==> src/cvc_regs.svh <==
// register map, field positions and reset values of the comparator control bank
`ifndef CVC_REGS_SVH
`define CVC_REGS_SVH
// ----------------------------------------
// address map (byte addresses)
// ----------------------------------------
`define CVC_ADDR_W        8
`define CVC_ADDR_CMP_BASE 8'h00
`define CVC_ADDR_CMP_STEP 8'h04
`define CVC_ADDR_STAT     8'h0C
`define CVC_ADDR_REF      8'h10
`define CVC_MAX_CMP       3
// ----------------------------------------
// comparator control fields
// ----------------------------------------
`define CVC_CMP_INV_LSB    0
`define CVC_CMP_NONINV_BIT 4
`define CVC_CMP_OUT_BIT    8
`define CVC_CMP_EVT_BIT    9
`define CVC_CMP_WMASK      16'h0013
// ----------------------------------------
// status and reference fields
// ----------------------------------------
`define CVC_STAT_OUT_LSB   0
`define CVC_STAT_EVT_LSB   8
`define CVC_STAT_IDLE_BIT  15
`define CVC_REF_LEVEL_LSB  0
`define CVC_REF_SRC_BIT    4
`define CVC_REF_RANGE_BIT  5
`define CVC_REF_PINOE_BIT  6
`define CVC_REF_EN_BIT     7
`define CVC_REF_NEG_LSB    8
`define CVC_REF_POS_BIT    10
`define CVC_REF_WMASK      16'h07FF
`define CVC_REG_RESET      16'h0000
// ----------------------------------------
// bus responses
// ----------------------------------------
`define CVC_RESP_OKAY      2'h0
`define CVC_RESP_SLVERR    2'h2
`endif

==> src/cvc_pkg.sv <==
// types shared by the comparator control bank modules
package cvc_pkg;
  // inverting input mux codes
  typedef enum logic [1:0] {
    cvc_inv_ext_b   = 2'h0,
    cvc_inv_ext_c   = 2'h1,
    cvc_inv_ext_d   = 2'h2,
    cvc_inv_int_neg = 2'h3
  } cvc_inv_sel_t;
  // one comparator channel state
  typedef struct packed {
    logic         noninv;
    cvc_inv_sel_t inv;
    logic         s1;
    logic         s2;
    logic         s3;
    logic         out;
    logic         evt;
  } cvc_chan_state_t;
  // bus slave and shared register state
  typedef struct packed {
    logic        aw_held;
    logic [7:0]  aw_addr;
    logic        w_held;
    logic [15:0] w_data;
    logic [1:0]  w_strb;
    logic        bvalid;
    logic [1:0]  bresp;
    logic        rvalid;
    logic [31:0] rdata;
    logic [1:0]  rresp;
    logic        idle_stop;
    logic        halt;
    logic [15:0] ref_ctrl;
  } cvc_top_state_t;
endpackage

==> src/cvc_chan_if.sv <==
// link between the register decoder and one comparator channel
`timescale 1ns/10ps
interface cvc_chan_if;
  logic        wr;     // write pulse to this channel
  logic [15:0] wdata;  // write data
  logic [15:0] wmask;  // byte lane mask
  logic        run;    // comparator allowed to run
  logic [15:0] rdata;  // readback word
  logic        noninv; // non-inverting select
  logic [1:0]  inv;    // inverting select
  logic        out;    // settled output
  logic        evt;    // sticky event
  modport regs (output wr, wdata, wmask, run, input rdata, noninv, inv, out, evt);
  modport chan (input wr, wdata, wmask, run, output rdata, noninv, inv, out, evt);
endinterface

==> src/cvc_chan.sv <==
// one comparator channel: input selects, output synchroniser and event flag
`timescale 1ns/10ps
`include "cvc_regs.svh"
module cvc_chan
  import cvc_pkg::*;
(
  // clock and reset
  input  wire logic clock_i,
  input  wire logic rst_i,
  // raw comparator output from the analog side
  input  wire logic cmp_raw_i,
  // register side
  cvc_chan_if.chan  bus
);
  cvc_chan_state_t st_reg;  // registered state
  cvc_chan_state_t st_next; // next state
  logic            chg;     // settled output changed
  logic            clr;     // software clears event

  // ----------------------------------------
  // next state
  // ----------------------------------------
  always_comb begin
    st_next = st_reg;
    chg     = 1'b0;
    // three stage synchroniser, s1 feeds only s2
    st_next.s1 = cmp_raw_i;
    st_next.s2 = st_reg.s1;
    st_next.s3 = st_reg.s2;
    // accept a change once the second and third stages agree
    if (bus.run && st_reg.s2 == st_reg.s3 && st_reg.s3 != st_reg.out) begin
      st_next.out = st_reg.s3;
      chg         = 1'b1;
    end
    // writing zero to the event bit clears it
    clr = bus.wr && bus.wmask[`CVC_CMP_EVT_BIT] && !bus.wdata[`CVC_CMP_EVT_BIT];
    // set beats clear
    if (chg) begin
      st_next.evt = 1'b1;
    end else if (clr) begin
      st_next.evt = 1'b0;
    end
    // writable select fields
    if (bus.wr && bus.wmask[`CVC_CMP_NONINV_BIT]) begin
      st_next.noninv = bus.wdata[`CVC_CMP_NONINV_BIT];
    end
    if (bus.wr && bus.wmask[`CVC_CMP_INV_LSB]) begin
      st_next.inv = cvc_inv_sel_t'(bus.wdata[`CVC_CMP_INV_LSB +: 2]);
    end
  end

  // ----------------------------------------
  // state register
  // ----------------------------------------
  always_ff @(posedge clock_i or posedge rst_i) begin
    if (rst_i) begin
      st_reg <= '0;
    end else begin
      st_reg <= st_next;
    end
  end

  // readback, bits 3..2 and the rest stay zero
  always_comb begin
    bus.rdata                      = `CVC_REG_RESET;
    bus.rdata[`CVC_CMP_EVT_BIT]    = st_reg.evt;
    bus.rdata[`CVC_CMP_OUT_BIT]    = st_reg.out;
    bus.rdata[`CVC_CMP_NONINV_BIT] = st_reg.noninv;
    bus.rdata[`CVC_CMP_INV_LSB +: 2] = st_reg.inv;
  end
  assign bus.noninv = st_reg.noninv;
  assign bus.inv    = st_reg.inv;
  assign bus.out    = st_reg.out;
  assign bus.evt    = st_reg.evt;
endmodule // cvc_chan

==> src/cvc_regs_top.sv <==
// comparator control and status register bank with reference control, AXI4-Lite slave
`timescale 1ns/10ps
`include "cvc_regs.svh"
module cvc_regs_top
  import cvc_pkg::*;
#(
  parameter int NUM_CMP = 3 // comparators in the bank
) (
  // clock and reset
  input  wire logic                         clock_i,
  input  wire logic                         rst_i,
  // write address channel
  input  wire logic                         s_axi_awvalid_i,
  output logic                              s_axi_awready_o,
  input  wire logic [`CVC_ADDR_W-1:0]       s_axi_awaddr_i,
  // write data channel
  input  wire logic                         s_axi_wvalid_i,
  output logic                              s_axi_wready_o,
  input  wire logic [31:0]                  s_axi_wdata_i,
  input  wire logic [3:0]                   s_axi_wstrb_i,
  // write response channel
  output logic                              s_axi_bvalid_o,
  input  wire logic                         s_axi_bready_i,
  output logic [1:0]                        s_axi_bresp_o,
  // read address channel
  input  wire logic                         s_axi_arvalid_i,
  output logic                              s_axi_arready_o,
  input  wire logic [`CVC_ADDR_W-1:0]       s_axi_araddr_i,
  // read data channel
  output logic                              s_axi_rvalid_o,
  input  wire logic                         s_axi_rready_i,
  output logic [31:0]                       s_axi_rdata_o,
  output logic [1:0]                        s_axi_rresp_o,
  // chip power state
  input  wire logic                         idle_mode_i,
  // analog comparators
  input  wire logic [NUM_CMP-1:0]           cmp_raw_i,
  output logic [NUM_CMP-1:0]                cmp_run_o,
  output logic [NUM_CMP-1:0]                noninv_input_select_o,
  output logic [2*NUM_CMP-1:0]              inverting_channel_select_o,
  // reference ladder
  output logic [3:0]                        ref_level_code_o,
  output logic                              ref_source_select_o,
  output logic                              ref_range_select_o,
  output logic                              ref_pin_output_enable_o,
  output logic                              ref_ladder_enable_o,
  output logic                              neg_ref_route_lo_o,
  output logic                              neg_ref_route_hi_o,
  output logic                              pos_ref_route_o
);

  // ----------------------------------------
  // elaboration check
  // ----------------------------------------
  // the address map has room for three comparator words only; a fourth would land on the status word at 0x0C
  if (NUM_CMP < 1 || NUM_CMP > `CVC_MAX_CMP) begin : g_bad_num
    $error("NUM_CMP must be 1 to 3");
  end

  // ----------------------------------------
  // declarations
  // ----------------------------------------
  cvc_top_state_t    st_reg;              // registered state
  cvc_top_state_t    st_next;             // next state
  logic              wr_fire;             // held address and data meet
  logic              rd_fire;             // read address taken
  logic [15:0]       rd_word;             // selected read word
  logic              rd_hit;              // read address mapped
  logic              wr_hit;              // write address mapped
  logic [15:0]       wr_mask;             // byte lanes as a bit mask
  logic [15:0]       ref_mask;            // writable reference bits this write
  logic [15:0]       stat_word;           // assembled status word
  logic [`CVC_ADDR_W-1:0] rd_addr;        // aligned read address
  logic [`CVC_ADDR_W-1:0] wr_addr;        // aligned write address
  logic [15:0]       ch_rdata [NUM_CMP];  // channel readback words
  logic [NUM_CMP-1:0] ch_evt;             // channel event flags
  logic [NUM_CMP-1:0] ch_out;             // channel outputs
  logic [NUM_CMP-1:0] ch_wr;              // channel write pulses

  cvc_chan_if ch [NUM_CMP] ();            // one link per channel

  // ----------------------------------------
  // channel address decode
  // ----------------------------------------
  // byte address of a channel's control word
  function automatic logic [`CVC_ADDR_W-1:0] cmp_addr(input int idx);
    cmp_addr = `CVC_ADDR_CMP_BASE + `CVC_ADDR_W'(idx) * `CVC_ADDR_CMP_STEP;
  endfunction

  // low address bits are ignored, every register is one word
  assign rd_addr = {s_axi_araddr_i[`CVC_ADDR_W-1:2], 2'h0};
  assign wr_addr = {st_reg.aw_addr[`CVC_ADDR_W-1:2], 2'h0};
  assign wr_mask = {{8{st_reg.w_strb[1]}}, {8{st_reg.w_strb[0]}}};
  assign ref_mask = wr_mask & `CVC_REF_WMASK;

  // ----------------------------------------
  // channels
  // ----------------------------------------
  for (genvar g = 0; g < NUM_CMP; g++) begin : g_chan
    // write pulse only when the held address names this channel
    assign ch_wr[g]       = wr_fire && wr_addr == cmp_addr(g);
    assign ch[g].wr       = ch_wr[g];
    assign ch[g].wdata    = st_reg.w_data;
    assign ch[g].wmask    = wr_mask;
    assign ch[g].run      = !st_reg.halt;
    assign ch_rdata[g]    = ch[g].rdata;
    assign ch_evt[g]      = ch[g].evt;
    assign ch_out[g]      = ch[g].out;
    // input mux steering to the analog side
    assign noninv_input_select_o[g]           = ch[g].noninv;
    assign inverting_channel_select_o[2*g +: 2] = ch[g].inv;
    assign cmp_run_o[g]   = !st_reg.halt;

    cvc_chan u_chan (
      .clock_i   (clock_i),
      .rst_i     (rst_i),
      .cmp_raw_i (cmp_raw_i[g]),
      .bus       (ch[g])
    );
  end

  // ----------------------------------------
  // status word
  // ----------------------------------------
  // channel mirrors plus the writable idle-stop bit; unused bits stay zero
  always_comb begin
    stat_word = `CVC_REG_RESET;
    stat_word[`CVC_STAT_IDLE_BIT] = st_reg.idle_stop;
    for (int i = 0; i < NUM_CMP; i++) begin
      stat_word[`CVC_STAT_EVT_LSB + i] = ch_evt[i];
      stat_word[`CVC_STAT_OUT_LSB + i] = ch_out[i];
    end
  end

  // ----------------------------------------
  // read decode
  // ----------------------------------------
  always_comb begin
    rd_word = `CVC_REG_RESET;
    rd_hit  = 1'b0;
    // comparator control words
    for (int i = 0; i < NUM_CMP; i++) begin
      if (rd_addr == cmp_addr(i)) begin
        rd_word = ch_rdata[i];
        rd_hit  = 1'b1;
      end
    end
    // status and reference words
    if (rd_addr == `CVC_ADDR_STAT) begin
      rd_word = stat_word;
      rd_hit  = 1'b1;
    end else if (rd_addr == `CVC_ADDR_REF) begin
      rd_word = st_reg.ref_ctrl;
      rd_hit  = 1'b1;
    end
  end

  // write address is mapped
  always_comb begin
    wr_hit = (wr_addr == `CVC_ADDR_STAT) || (wr_addr == `CVC_ADDR_REF);
    for (int i = 0; i < NUM_CMP; i++) begin
      if (wr_addr == cmp_addr(i)) begin
        wr_hit = 1'b1;
      end
    end
  end

  // ----------------------------------------
  // handshakes
  // ----------------------------------------
  // one write and one read at a time; ready drops while a response waits
  // so that a second request cannot overwrite the held half or the answer
  assign s_axi_awready_o = !st_reg.aw_held && !st_reg.bvalid;
  assign s_axi_wready_o  = !st_reg.w_held && !st_reg.bvalid;
  assign s_axi_arready_o = !st_reg.rvalid;
  assign wr_fire = st_reg.aw_held && st_reg.w_held;
  assign rd_fire = s_axi_arvalid_i && s_axi_arready_o;

  // ----------------------------------------
  // next state
  // ----------------------------------------
  always_comb begin
    st_next = st_reg;
    // catch write address
    if (s_axi_awvalid_i && s_axi_awready_o) begin
      st_next.aw_held = 1'b1;
      st_next.aw_addr = s_axi_awaddr_i;
    end
    // catch write data, low half word only
    if (s_axi_wvalid_i && s_axi_wready_o) begin
      st_next.w_held = 1'b1;
      st_next.w_data = s_axi_wdata_i[15:0];
      st_next.w_strb = s_axi_wstrb_i[1:0];
    end
    // response taken
    if (st_reg.bvalid && s_axi_bready_i) begin
      st_next.bvalid = 1'b0;
    end
    // perform the write once both halves are held
    if (wr_fire) begin
      st_next.aw_held = 1'b0;
      st_next.w_held  = 1'b0;
      st_next.bvalid  = 1'b1;
      st_next.bresp   = wr_hit ? `CVC_RESP_OKAY : `CVC_RESP_SLVERR;
      // only the idle-stop bit of the status word is writable
      if (wr_addr == `CVC_ADDR_STAT && wr_mask[`CVC_STAT_IDLE_BIT]) begin
        st_next.idle_stop = st_reg.w_data[`CVC_STAT_IDLE_BIT];
      end
      // reference word, upper bits never stored
      if (wr_addr == `CVC_ADDR_REF) begin
        st_next.ref_ctrl = (st_reg.w_data & ref_mask)
                         | (st_reg.ref_ctrl & ~ref_mask);
      end
    end
    // read data taken
    if (st_reg.rvalid && s_axi_rready_i) begin
      st_next.rvalid = 1'b0;
    end
    // read address taken, data appears next cycle
    if (rd_fire) begin
      st_next.rvalid = 1'b1;
      st_next.rdata  = {16'h0000, rd_word};
      st_next.rresp  = rd_hit ? `CVC_RESP_OKAY : `CVC_RESP_SLVERR;
    end
    // halt comparators while idle if so asked
    st_next.halt = idle_mode_i && st_reg.idle_stop;
  end

  // ----------------------------------------
  // state register
  // ----------------------------------------
  // every field clears to zero at reset
  always_ff @(posedge clock_i or posedge rst_i) begin
    if (rst_i) begin
      st_reg <= '0;
    end else begin
      st_reg <= st_next;
    end
  end

  // ----------------------------------------
  // outputs
  // ----------------------------------------
  // bus answers
  assign s_axi_bvalid_o = st_reg.bvalid;
  assign s_axi_bresp_o  = st_reg.bresp;
  assign s_axi_rvalid_o = st_reg.rvalid;
  assign s_axi_rdata_o  = st_reg.rdata;
  assign s_axi_rresp_o  = st_reg.rresp;
  // reference ladder controls
  // the ladder sees a new field one cycle after the write is performed
  assign ref_level_code_o        = st_reg.ref_ctrl[`CVC_REF_LEVEL_LSB +: 4];
  assign ref_source_select_o     = st_reg.ref_ctrl[`CVC_REF_SRC_BIT];
  assign ref_range_select_o      = st_reg.ref_ctrl[`CVC_REF_RANGE_BIT];
  assign ref_pin_output_enable_o = st_reg.ref_ctrl[`CVC_REF_PINOE_BIT];
  assign ref_ladder_enable_o     = st_reg.ref_ctrl[`CVC_REF_EN_BIT];
  assign neg_ref_route_lo_o      = st_reg.ref_ctrl[`CVC_REF_NEG_LSB];
  assign neg_ref_route_hi_o      = st_reg.ref_ctrl[`CVC_REF_NEG_LSB + 1];
  assign pos_ref_route_o         = st_reg.ref_ctrl[`CVC_REF_POS_BIT];
endmodule // cvc_regs_top

==> config.mk <==
export PLATFORM = sky130hd
export DESIGN_NAME = cvc_regs_top
export DESIGN_NICKNAME = d
export VERILOG_FILES = /design/src/cvc_pkg.sv /design/src/cvc_chan_if.sv /design/src/cvc_chan.sv /design/src/cvc_regs_top.sv
export VERILOG_INCLUDE_DIRS = /design/src
export SDC_FILE = /design/constraint.sdc
export NUM_CORES = 1
export LEC_CHECK = 0
export BUFFER_PORTS_ARGS = -buffer_cell sky130_fd_sc_hd__buf_2
export CAP_MARGIN = 20
export CORE_ASPECT_RATIO = 1.1
export CORE_MARGIN = 1
export CORE_UTILIZATION = 30
export DETAILED_ROUTE_END_ITERATION = 10
export GPL_TIMING_DRIVEN = 0
export PLACE_DENSITY_LB_ADDON = 0.2
export REMOVE_ABC_BUFFERS = 1
export SLEW_MARGIN = 5
export SYNTH_ARGS = -nofsm -noshare
export SYNTH_HDL_FRONTEND = slang
export SYNTH_HIERARCHICAL = 1
export SYNTH_SLANG_ARGS = --single-unit
==> constraint.sdc <==
create_clock -name clock_i -period 1.94 [get_ports clock_i]
set_input_delay 0.194 -clock clock_i [delete_from_list [all_inputs] [get_ports clock_i]]
set_output_delay 0.194 -clock clock_i [all_outputs]
set_load 0.005 [all_outputs]
* Yosys cells after proc, flatten, opt, wreduce, memory -nomap -nowiden
Cells that the tools add are included.
Cells by class: add/subtract/negate cells 0, $mul 0, divide/modulo/power cells 0, $lt $le $gt $ge 0, equal/unequal tests 14, shift-type cells 0, mux-type cells 32, bitwise operators 4, reductions and logical operators 46
Operator list (count):
- $mux W16 | 4
- $mux W35 | 1
- $logic_and A1 B1 Y1 | 28
- $eq A6 B2 Y1 const B | 4
- $mux W1 | 21
- $mux W19 | 1
- $and A16 B11 Y16 | 1
- $and A16 B16 Y16 | 1
- $logic_not A8 Y1 | 2
- $not A11 Y16 | 1
- $or A16 B16 Y16 | 1
- $reduce_bool A2 Y1 | 7
- $eq A6 B1 Y1 const B | 2
- $eq A6 B3 Y1 const B | 2
- $mux W10 | 1
- $mux W9 | 1
- $logic_not A1 Y1 | 6
- $mux W2 | 2
- $reduce_and A2 Y1 | 2
- $eq A1 B1 Y1 | 3
- $mux W3 | 1
- $ne A1 B1 Y1 | 3
- $logic_or A1 B1 Y1 | 1
Word-level totals: bits in registers 92, bits in latches 0, memory bits (writable) 0, ROM bits 0, input bits 63, output and inout port bits 64, logic and storage cells 130, memories kept 0

* Longest topological paths before layout
Gate-level depths: netlist (run 1).
depth after elaboration 8, gate-level depth with buffers 6, depth with buffers taken out 6

* Cells and area by module
The synthesis (run 1) kept the hierarchy.
By module, submodules not included:
- cvc_regs_top | instances 1, cells each 294, area an instance 3236.9 µm², seq. area each 1476.4 µm²
- cvc_chan | instances 3, cells each 40, area an instance 447.9 µm², seq. area each 200.2 µm²

* Least setup slack after synthesis (run 1)
OpenSTA, ideal clock, no wires.
path type register -> register, start point reg st_reg[82] in the netlist's numbering, end point reg g_chan[1].u_chan.st_reg, in the netlist g_chan[1].u_chan/bus.inv[0], setup time 0.125 ns, data arrival time 1.519 ns, required time 1.815 ns, slack 0.296 ns, cell stages (with the launch flop) 7, path buffers 0, clock period less this slack 1.644 ns, path through dfrtp_1 > nor3_1 > and2b_1 > nand2b_1 > nor3b_1 > nand2_1 > mux2_2
Between the ends: word-level cells in the longest chain between the ends 3
Ends and longest elaborated chain:
- from (decl) | line cvc_regs_top.sv:63 | cvc_top_state_t st_reg;
- from (signal assigned) | line cvc_regs_top.sv:237 | st_reg <= st_next;
- $eq A6 B1 Y1 | line cvc_regs_top.sv:101 | assign ch_wr[g] = wr_fire && wr_addr == cmp_addr(g);
- $logic_and A1 B1 Y1 | line cvc_regs_top.sv:101
- named net ch[1].wr | line cvc_chan_if.sv:4 | logic wr;
- $logic_and A1 B1 Y1 | line cvc_chan.sv:47 | if (bus.wr && bus.wmask[`CVC_CMP_INV_LSB]) begin
- to (signal assigned) | line cvc_chan.sv:59 | st_reg <= st_next;
- to (decl) | line cvc_chan.sv:15 | cvc_chan_state_t st_reg;
The timed path passes the listed nets, and every way through them passes these cells. A chain may end at the register's enable or synchronous reset.

* Worst setup path in the final report (run 1)
start point reg st_reg[74] in the netlist's numbering, end point reg g_chan[0].u_chan.st_reg, in the netlist g_chan[0].u_chan/bus.evt
Between the ends: word-level cells in the longest chain between the ends 5
Ends and longest elaborated chain:
- $logic_and A1 B1 Y1 | line cvc_regs_top.sv:176 | assign wr_fire = st_reg.aw_held && st_reg.w_held;
- $logic_and A1 B1 Y1 | line cvc_regs_top.sv:101
- named net ch[0].wr | line cvc_chan_if.sv:4
- $logic_and A1 B1 Y1 (2 in series) | line cvc_chan.sv:36 | clr = bus.wr && bus.wmask[`CVC_CMP_EVT_BIT] && !bus.wdata[`CVC_CMP_EVT_BIT];
- $reduce_bool A2 Y1 (no source line)
- to (signal assigned) | line cvc_chan.sv:59
- to (decl) | line cvc_chan.sv:15
The timed path passes the listed nets, and every way through them passes these cells.

==> metrics.csv, run 1 <==
metric,value,unit
final_cycle_share,0.9248,
share_clk_of_total_power,0.333,
finish.instance_area,0.004843,mm^2
reg2reg_depth,6,
slew_headroom,0.4881,
die-area,0.01528,mm^2
power.density_cell_area,1147,mW/mm^2
clkTransAtPathRegs,0.06,ns
boundaryPins,127,
count_of_cells_along_the_worst_hold_path,2,
whs,0.03806,ns
max_freq,557.4,MHz
post_route_cells_drive_above_1_share,0.3710,
first_iter_violations,67,
postSynthCellCount,406,
floorplan.rows,46,
portBuffers,82,
area_growth,9.196,%
worst_ep_arrival_time,2.02,ns
dpl_cell_area,0.004464,mm^2
tritoncts,built,
comb_power_share,0.210,
postCtsSetupRepairBufs,0,
max_slew.worst_pin.slew,0.7678,ns
cts-root-to-sink-buffers,2,
htreeDepth,3,
worst_setup_path_end_kind,register,
grt_remaining_overflow,0,
net-switching-power,0.001632,W
worst-path-max-fanout,4,
synth_area,0.004436,mm^2
drt.antenna.violating_nets,0,
final_net_count,500,
critical_path_class,register to register,
wl,9.620,mm
global_route.usage.total,0.1328,
post-route-drc-count,0,
power.share.switching,0.2937,
number_of_detailed_routing_iterations_run_before_antenna_repair,4,
starting_utilization_of_the_core_area,0.3070,
number_of_endpoints_with_negative_hold_slack_in_the_final_report,0,
cts.sinks,79,
hold_path_class,input port to register,
wire_length_of_the_first_global_routing_pass,15.17,mm
outcome,completed,
sequentialPowerShare,0.458,
final_max_slew_viol_count,0,
crit_slowest_cell,sky130_fd_sc_hd__dfrtp_1,
clock_insertion_delay_at_the_later_pin_of_the_skew_report,0.34,ns
setup_viol,0,
grt_max_degree,33,
layout_min_cycle_time,1.794,ns
worst_setup_path_start_kind,register,
n_antenna_cell,0,
postSynthAreaPerCell,10.92,um^2
first_global_vias,2647,
wire_per_inst,15.17,um
path_cells,"nand2_1, and2b_1, nand2b_1, nor3_1, nand3b_1, a211o_1",
dp_hpwl,7.066,mm
rsz0062_at_grt,false,
worst-endpoint-required,2.16,ns
critical_path.max_stage_delay,0.40,ns
numCtsBuffers,9,
ys.warnings.count,6,
final.setup.tns,0,ns
p_leak,2.325,nW
cap_violations,0,
die_h,129.5,um
floorplan.core_area,0.01445,mm^2
internal-power,0.003925,W
viasPerCell,4.325,
finalClockSkew,0.005755,ns
num_vias,2742,
die_w,117.9,um
cts_root_buffer,sky130_fd_sc_hd__clkbuf_16,
gp_congestion,0.7058,
vdd.ir_drop.worst,0.4857,mV
grt_antenna_before_repair,0,
-- final cells by class --
| cell class | instances | area, um^2 |
|---|---|---|
| clock buffer | 11 | 242.7 |
| clock inverter | 5 | 81.33 |
| fill | 1467 | 9603 |
| inverter | 8 | 30.03 |
| multi-input combinational | 251 | 1794 |
| sequential | 79 | 1977 |
| tap | 192 | 240.2 |
| timing repair buffer | 88 | 478.0 |
-- worst paths after layout --
kind,from,end,slack [ns]
max,st_reg[74]$_DFFE_PP0P_,g_chan[0].u_chan/bus.evt$_DFFE_PP0P_,0.15
min,s_axi_rready_i,s_axi_rvalid_o$_DFFE_PP0P_,0.04
max reg2reg,st_reg[74]$_DFFE_PP0P_,g_chan[0].u_chan/bus.evt$_DFFE_PP0P_,0.15
min reg2reg,g_chan[2].u_chan/st_next[3]$_DFF_PP0_,g_chan[2].u_chan/st_next[2]$_DFF_PP0_,0.35
max in group asynchronous,rst_i,s_axi_rdata_o[6]$_DFFE_PP0P_,0.84
min in group asynchronous,rst_i,g_chan[1].u_chan/bus.out$_DFFE_PP0P_,0.39
-- worst max-delay path: cells and delay by family (launching register included) --
kind | cells | cell delay (ns)
simple gates | 5 | 0.98
flops | 1 | 0.40
compound gates | 1 | 0.31
-- power groups by stage --
stage | logic, W | clock network [W] | registers [W]
after floorplan | 0.000742 | 0 | 0.00243
after global placement | 0.00114 | 0 | 0.00255
after detailed placement | 0.00118 | 0 | 0.00257
after CTS | 0.00119 | 0.00190 | 0.00254
after global routing | 0.00130 | 0.00198 | 0.00262
final | 0.00117 | 0.00185 | 0.00254
-- through the flow --
| step | util | instances | total power [W] | worst slack, ns |
|---|---|---|---|---|
| finish | 0.3353 | 634 | 0.005557 | 0.1459 |
| global route | 0.3353 | 634 | 0.005907 | 0.003397 |
| CTS | 0.3342 | 634 | 0.005633 | -0.009898 |
| detailed placement | 0.3090 | 614 | 0.003751 | -0.1051 |
| global placement | 0.3071 | 612 | 0.003691 | -0.5577 |
| floorplan | - | 338 | 0.003167 | 0.2965 |
-- timing repair --
| action | CTS | global route |
|---|---|---|
| setup endpoints to repair | 1 | 11 |
| hold buffers | 4 | 0 |
| hold endpoints to repair | 50 | 0 |
| pin swaps | 0 | 0 |
| resized for setup | 0 | 3 |
-- metal layers --
| metal | GRT usage | share of wire | vias to the layer above |
|---|---|---|---|
| li1 | - | - | 1334 |
| met1 | 0.1671 | 0.45 | 1331 |
| met2 | 0.2149 | 0.49 | 71 |
| met3 | 0.03829 | 0.046 | 6 |
| met4 | 0.05430 | 0.013 | 0 |
| met5 | 0 | 0 | - |
-- cell usage in the layout (no fill, tap or decap), drive strengths merged, types with 2 or more instances in the layout --
master / n
nor2: 7
nand2: 26
a21o: 5
nor3b: 2
a22o: 7
nor3: 11
a2bb2oi: 5
mux2i: 13
o21ai: 20
nand2b: 5
o211ai: 10
dlygate4sd3: 4
a211o: 4
and4bb: 3
nand3b: 3
and4b: 4
a211oi: 9
nor2b: 3
mux2: 43
inv: 8
buf: 84
nand3: 2
clkinv: 2
and2: 4
dfrtp: 79
nand4: 2
conb: 51
bufinv: 2
clkbuf: 11
Power figures use the tool's default switching activity.
==> run 2: changes to the inputs <==
--- a/config.mk
+++ b/config.mk
@@ -14,3 +14,2 @@
 export DETAILED_ROUTE_END_ITERATION = 10
-export GPL_TIMING_DRIVEN = 0
 export PLACE_DENSITY_LB_ADDON = 0.2
==> constraint.sdc (replaced) <==
create_clock -name clock_i -period 1.94 [get_ports clock_i]
set_input_delay 0.291 -clock clock_i [delete_from_list [all_inputs] [get_ports clock_i]]
set_output_delay 0.291 -clock clock_i [all_outputs]
set_load 0.005 [all_outputs]
==> run 2 against run 1 <==
Critical path depth is 1 higher. Sequential share of layout area is 0.57 points lower. Sequential power about the same. Via count rose by 2.0%. Hold slack improved by 0.025 ns. Wire length decreased by 1.7%. Clock power increased by 4%. Fmax up 0.21%. Highest routed layer unchanged. Cell count is 1.4% higher. Register-to-register slack is essentially flat.
==> metrics.csv, run 2 (synthesized netlist as in run 1, its figures left out) <==
metric,value,unit,change
clkTransAtPathRegs,0.06,ns,about the same
post-route-drc-count,0,,unchanged
final_net_count,510,,+2.0%
worst_ep_arrival_time,2.01,ns,about the same
preCtsSetupSlack,0.1066,ns,+0.2117 ns
floorplan.rows,46,,unchanged
area_growth,10.75,%,
post_route_cells_drive_above_1_share,0.3858,,+0.01477
crit_slowest_cell,sky130_fd_sc_hd__dfrtp_1,,
wl_met2,4.679,mm,about the same
worst-path-max-fanout,3,,-1
portBuffers,82,,unchanged
grt_antenna_before_repair,0,,unchanged
vdd.ir_drop.worst,0.5548,mV,+14%
boundaryPins,127,,unchanged
layout.cells.most_common_list,"82 x sky130_fd_sc_hd__buf_2, 79 x sky130_fd_sc_hd__dfrtp_1, 51 x sky130_fd_sc_hd__conb_1",,
htreeDepth,3,,unchanged
dp_hpwl,7.111,mm,+0.63%
worst_setup_path_start_kind,register,,
grt_max_degree,51,,+55%
fill_cells,1473,,+0.41%
number_of_endpoints_with_negative_hold_slack_in_the_final_report,0,,unchanged
final_max_slew_viol_count,0,,unchanged
final_cycle_share,0.9229,,-0.001911
highest_metal_used,met4,,
numCtsBuffers,9,,unchanged
wl_met1,4.236,mm,-3.2%
rsz0062_at_grt,false,,
number_of_detailed_routing_iterations_run_before_antenna_repair,4,,unchanged
p_leak,2.379,nW,+2.3%
finalClockSkew,0.004800,ns,-0.0009555 ns
die_w,117.9,um,unchanged
critical_path.max_stage_delay,0.38,ns,-0.02 ns
die_h,129.5,um,unchanged
first_iter_violations,84,,+25%
worst_setup_path_end_kind,register,,
routed_length_on_met3,424,um,-4.9%
layout_min_cycle_time,1.790,ns,-0.003708 ns
wire_length_of_the_first_global_routing_pass,15.23,mm,+0.41%
worst-path-buf-inv,1,,+1
num_vias,2798,,+2.0%
clock_insertion_delay_at_the_later_pin_of_the_skew_report,0.33,ns,about the same
place_inst,627,,+2.1%
worst-endpoint-required,2.16,ns,about the same
cts_root_buffer,sky130_fd_sc_hd__clkbuf_16,,
first_global_vias,2833,,+7.0%
power.density_cell_area,1147,mW/mm^2,about the same
whs,0.06278,ns,+0.02471 ns
hold_path_class,input port to register,,
wl,9.455,mm,-1.7%
drt.antenna.violating_nets,0,,unchanged
wire_per_inst,14.70,um,-3.1%
critical_path_class,register to register,,
commonest_non_fill_non_tap_cell_in_the_layout,sky130_fd_sc_hd__buf_2,,
n_antenna_cell,0,,unchanged
floorplan.core_area,0.01445,mm^2,unchanged
final_cells,643,,+1.4%
fin_ws,0.1496,ns,+0.003708 ns
cap_violations,0,,unchanged
tritoncts,built,,
setup_viol,0,,unchanged
path_cells,"nor3_1, and2b_1, nand2b_1, nor3b_1, buf_4, nand3b_1, a211o_1",,
gp_congestion,0.7317,,+3.7%
cts-root-to-sink-buffers,2,,unchanged
max_freq,558.5,MHz,+0.21%
cpLargestDelayFamily,simple AND/OR/NAND/NOR gates,,
grt_remaining_overflow,0,,unchanged
postCtsSetupRepairBufs,0,,unchanged
final.setup.tns,0,ns,unchanged
global_route.usage.total,0.1309,,-0.001913
viasPerCell,4.351,,+0.61%
die-area,0.01528,mm^2,unchanged
starting_utilization_of_the_core_area,0.3070,,unchanged
cts.sinks,79,,unchanged
outcome,completed,,
run 2: path summary, 6_finish.rpt:
path	startpoint	cells after the start	endpoint	slack, ns
setup / recovery	st_reg[82]$_DFFE_PP0P_	7	g_chan[2].u_chan/bus.evt$_DFFE_PP0P_	0.15
hold / removal	cmp_raw_i[0]	1	g_chan[0].u_chan/st_next[3]$_DFF_PP0_	0.06
setup reg to reg	st_reg[82]$_DFFE_PP0P_	7	g_chan[2].u_chan/bus.evt$_DFFE_PP0P_	0.15
hold reg to reg	g_chan[0].u_chan/st_next[3]$_DFF_PP0_	0	g_chan[0].u_chan/st_next[2]$_DFF_PP0_	0.35
max in group asynchronous	rst_i	4	s_axi_rdata_o[13]$_DFFE_PP0P_	0.99
min in group asynchronous	rst_i	3	ch[0].wdata[1]$_DFFE_PP0P_	0.43
run 2: power breakdown:
group / leakage (nW) / total (W) / switching, W / internal, W
clock: 0.159 / 0.00192 / 0.000661 / 0.00125
sequential: 0.998 / 0.00253 / 0.000430 / 0.00210
combinational: 1.22 / 0.00119 / 0.000505 / 0.000688
total: 2.38 / 0.00564 / 0.00160 / 0.00404
run 2: what timing repair did:
| item | 4_1_cts | 5_1_grt |
|---|---|---|
| endpoints found under the hold margin | 29 | 0 |
| hold buffers | 1 | 0 |
| endpoints found under the setup margin | 0 | 4 |
| resized for setup | 0 | 1 |
run 2: cell type report:
type	count	area (um^2)	share of cell area
flip-flops and latches	79	1977	0.4024
multi-input cells	251	1784	0.3632
repair buffers	98	545.5	0.1111
well taps	192	240.2	0.04890
clock buffers	10	229.0	0.04661
clock inverters	5	106.4	0.02165
inverters	8	30.03	0.006113
run 2: per-layer routing:
layer,global-route usage,vias to the layer above
li1,-,1347
met5,0,-
met1,0.1617,1374
met2,0.2208,69
met4,0.04977,0
met3,0.03345,8
run 2: stage by stage:
step                      instance area [um^2]  power, W  utilization
after floorplan                           3786  0.003167            -
after global placement                    4562  0.003735       0.3158
after detailed placement                  4562  0.003781       0.3158
after CTS                                 4907  0.005729       0.3397
after global routing                      4912  0.005999       0.3400
final                                     4912  0.005636       0.3400
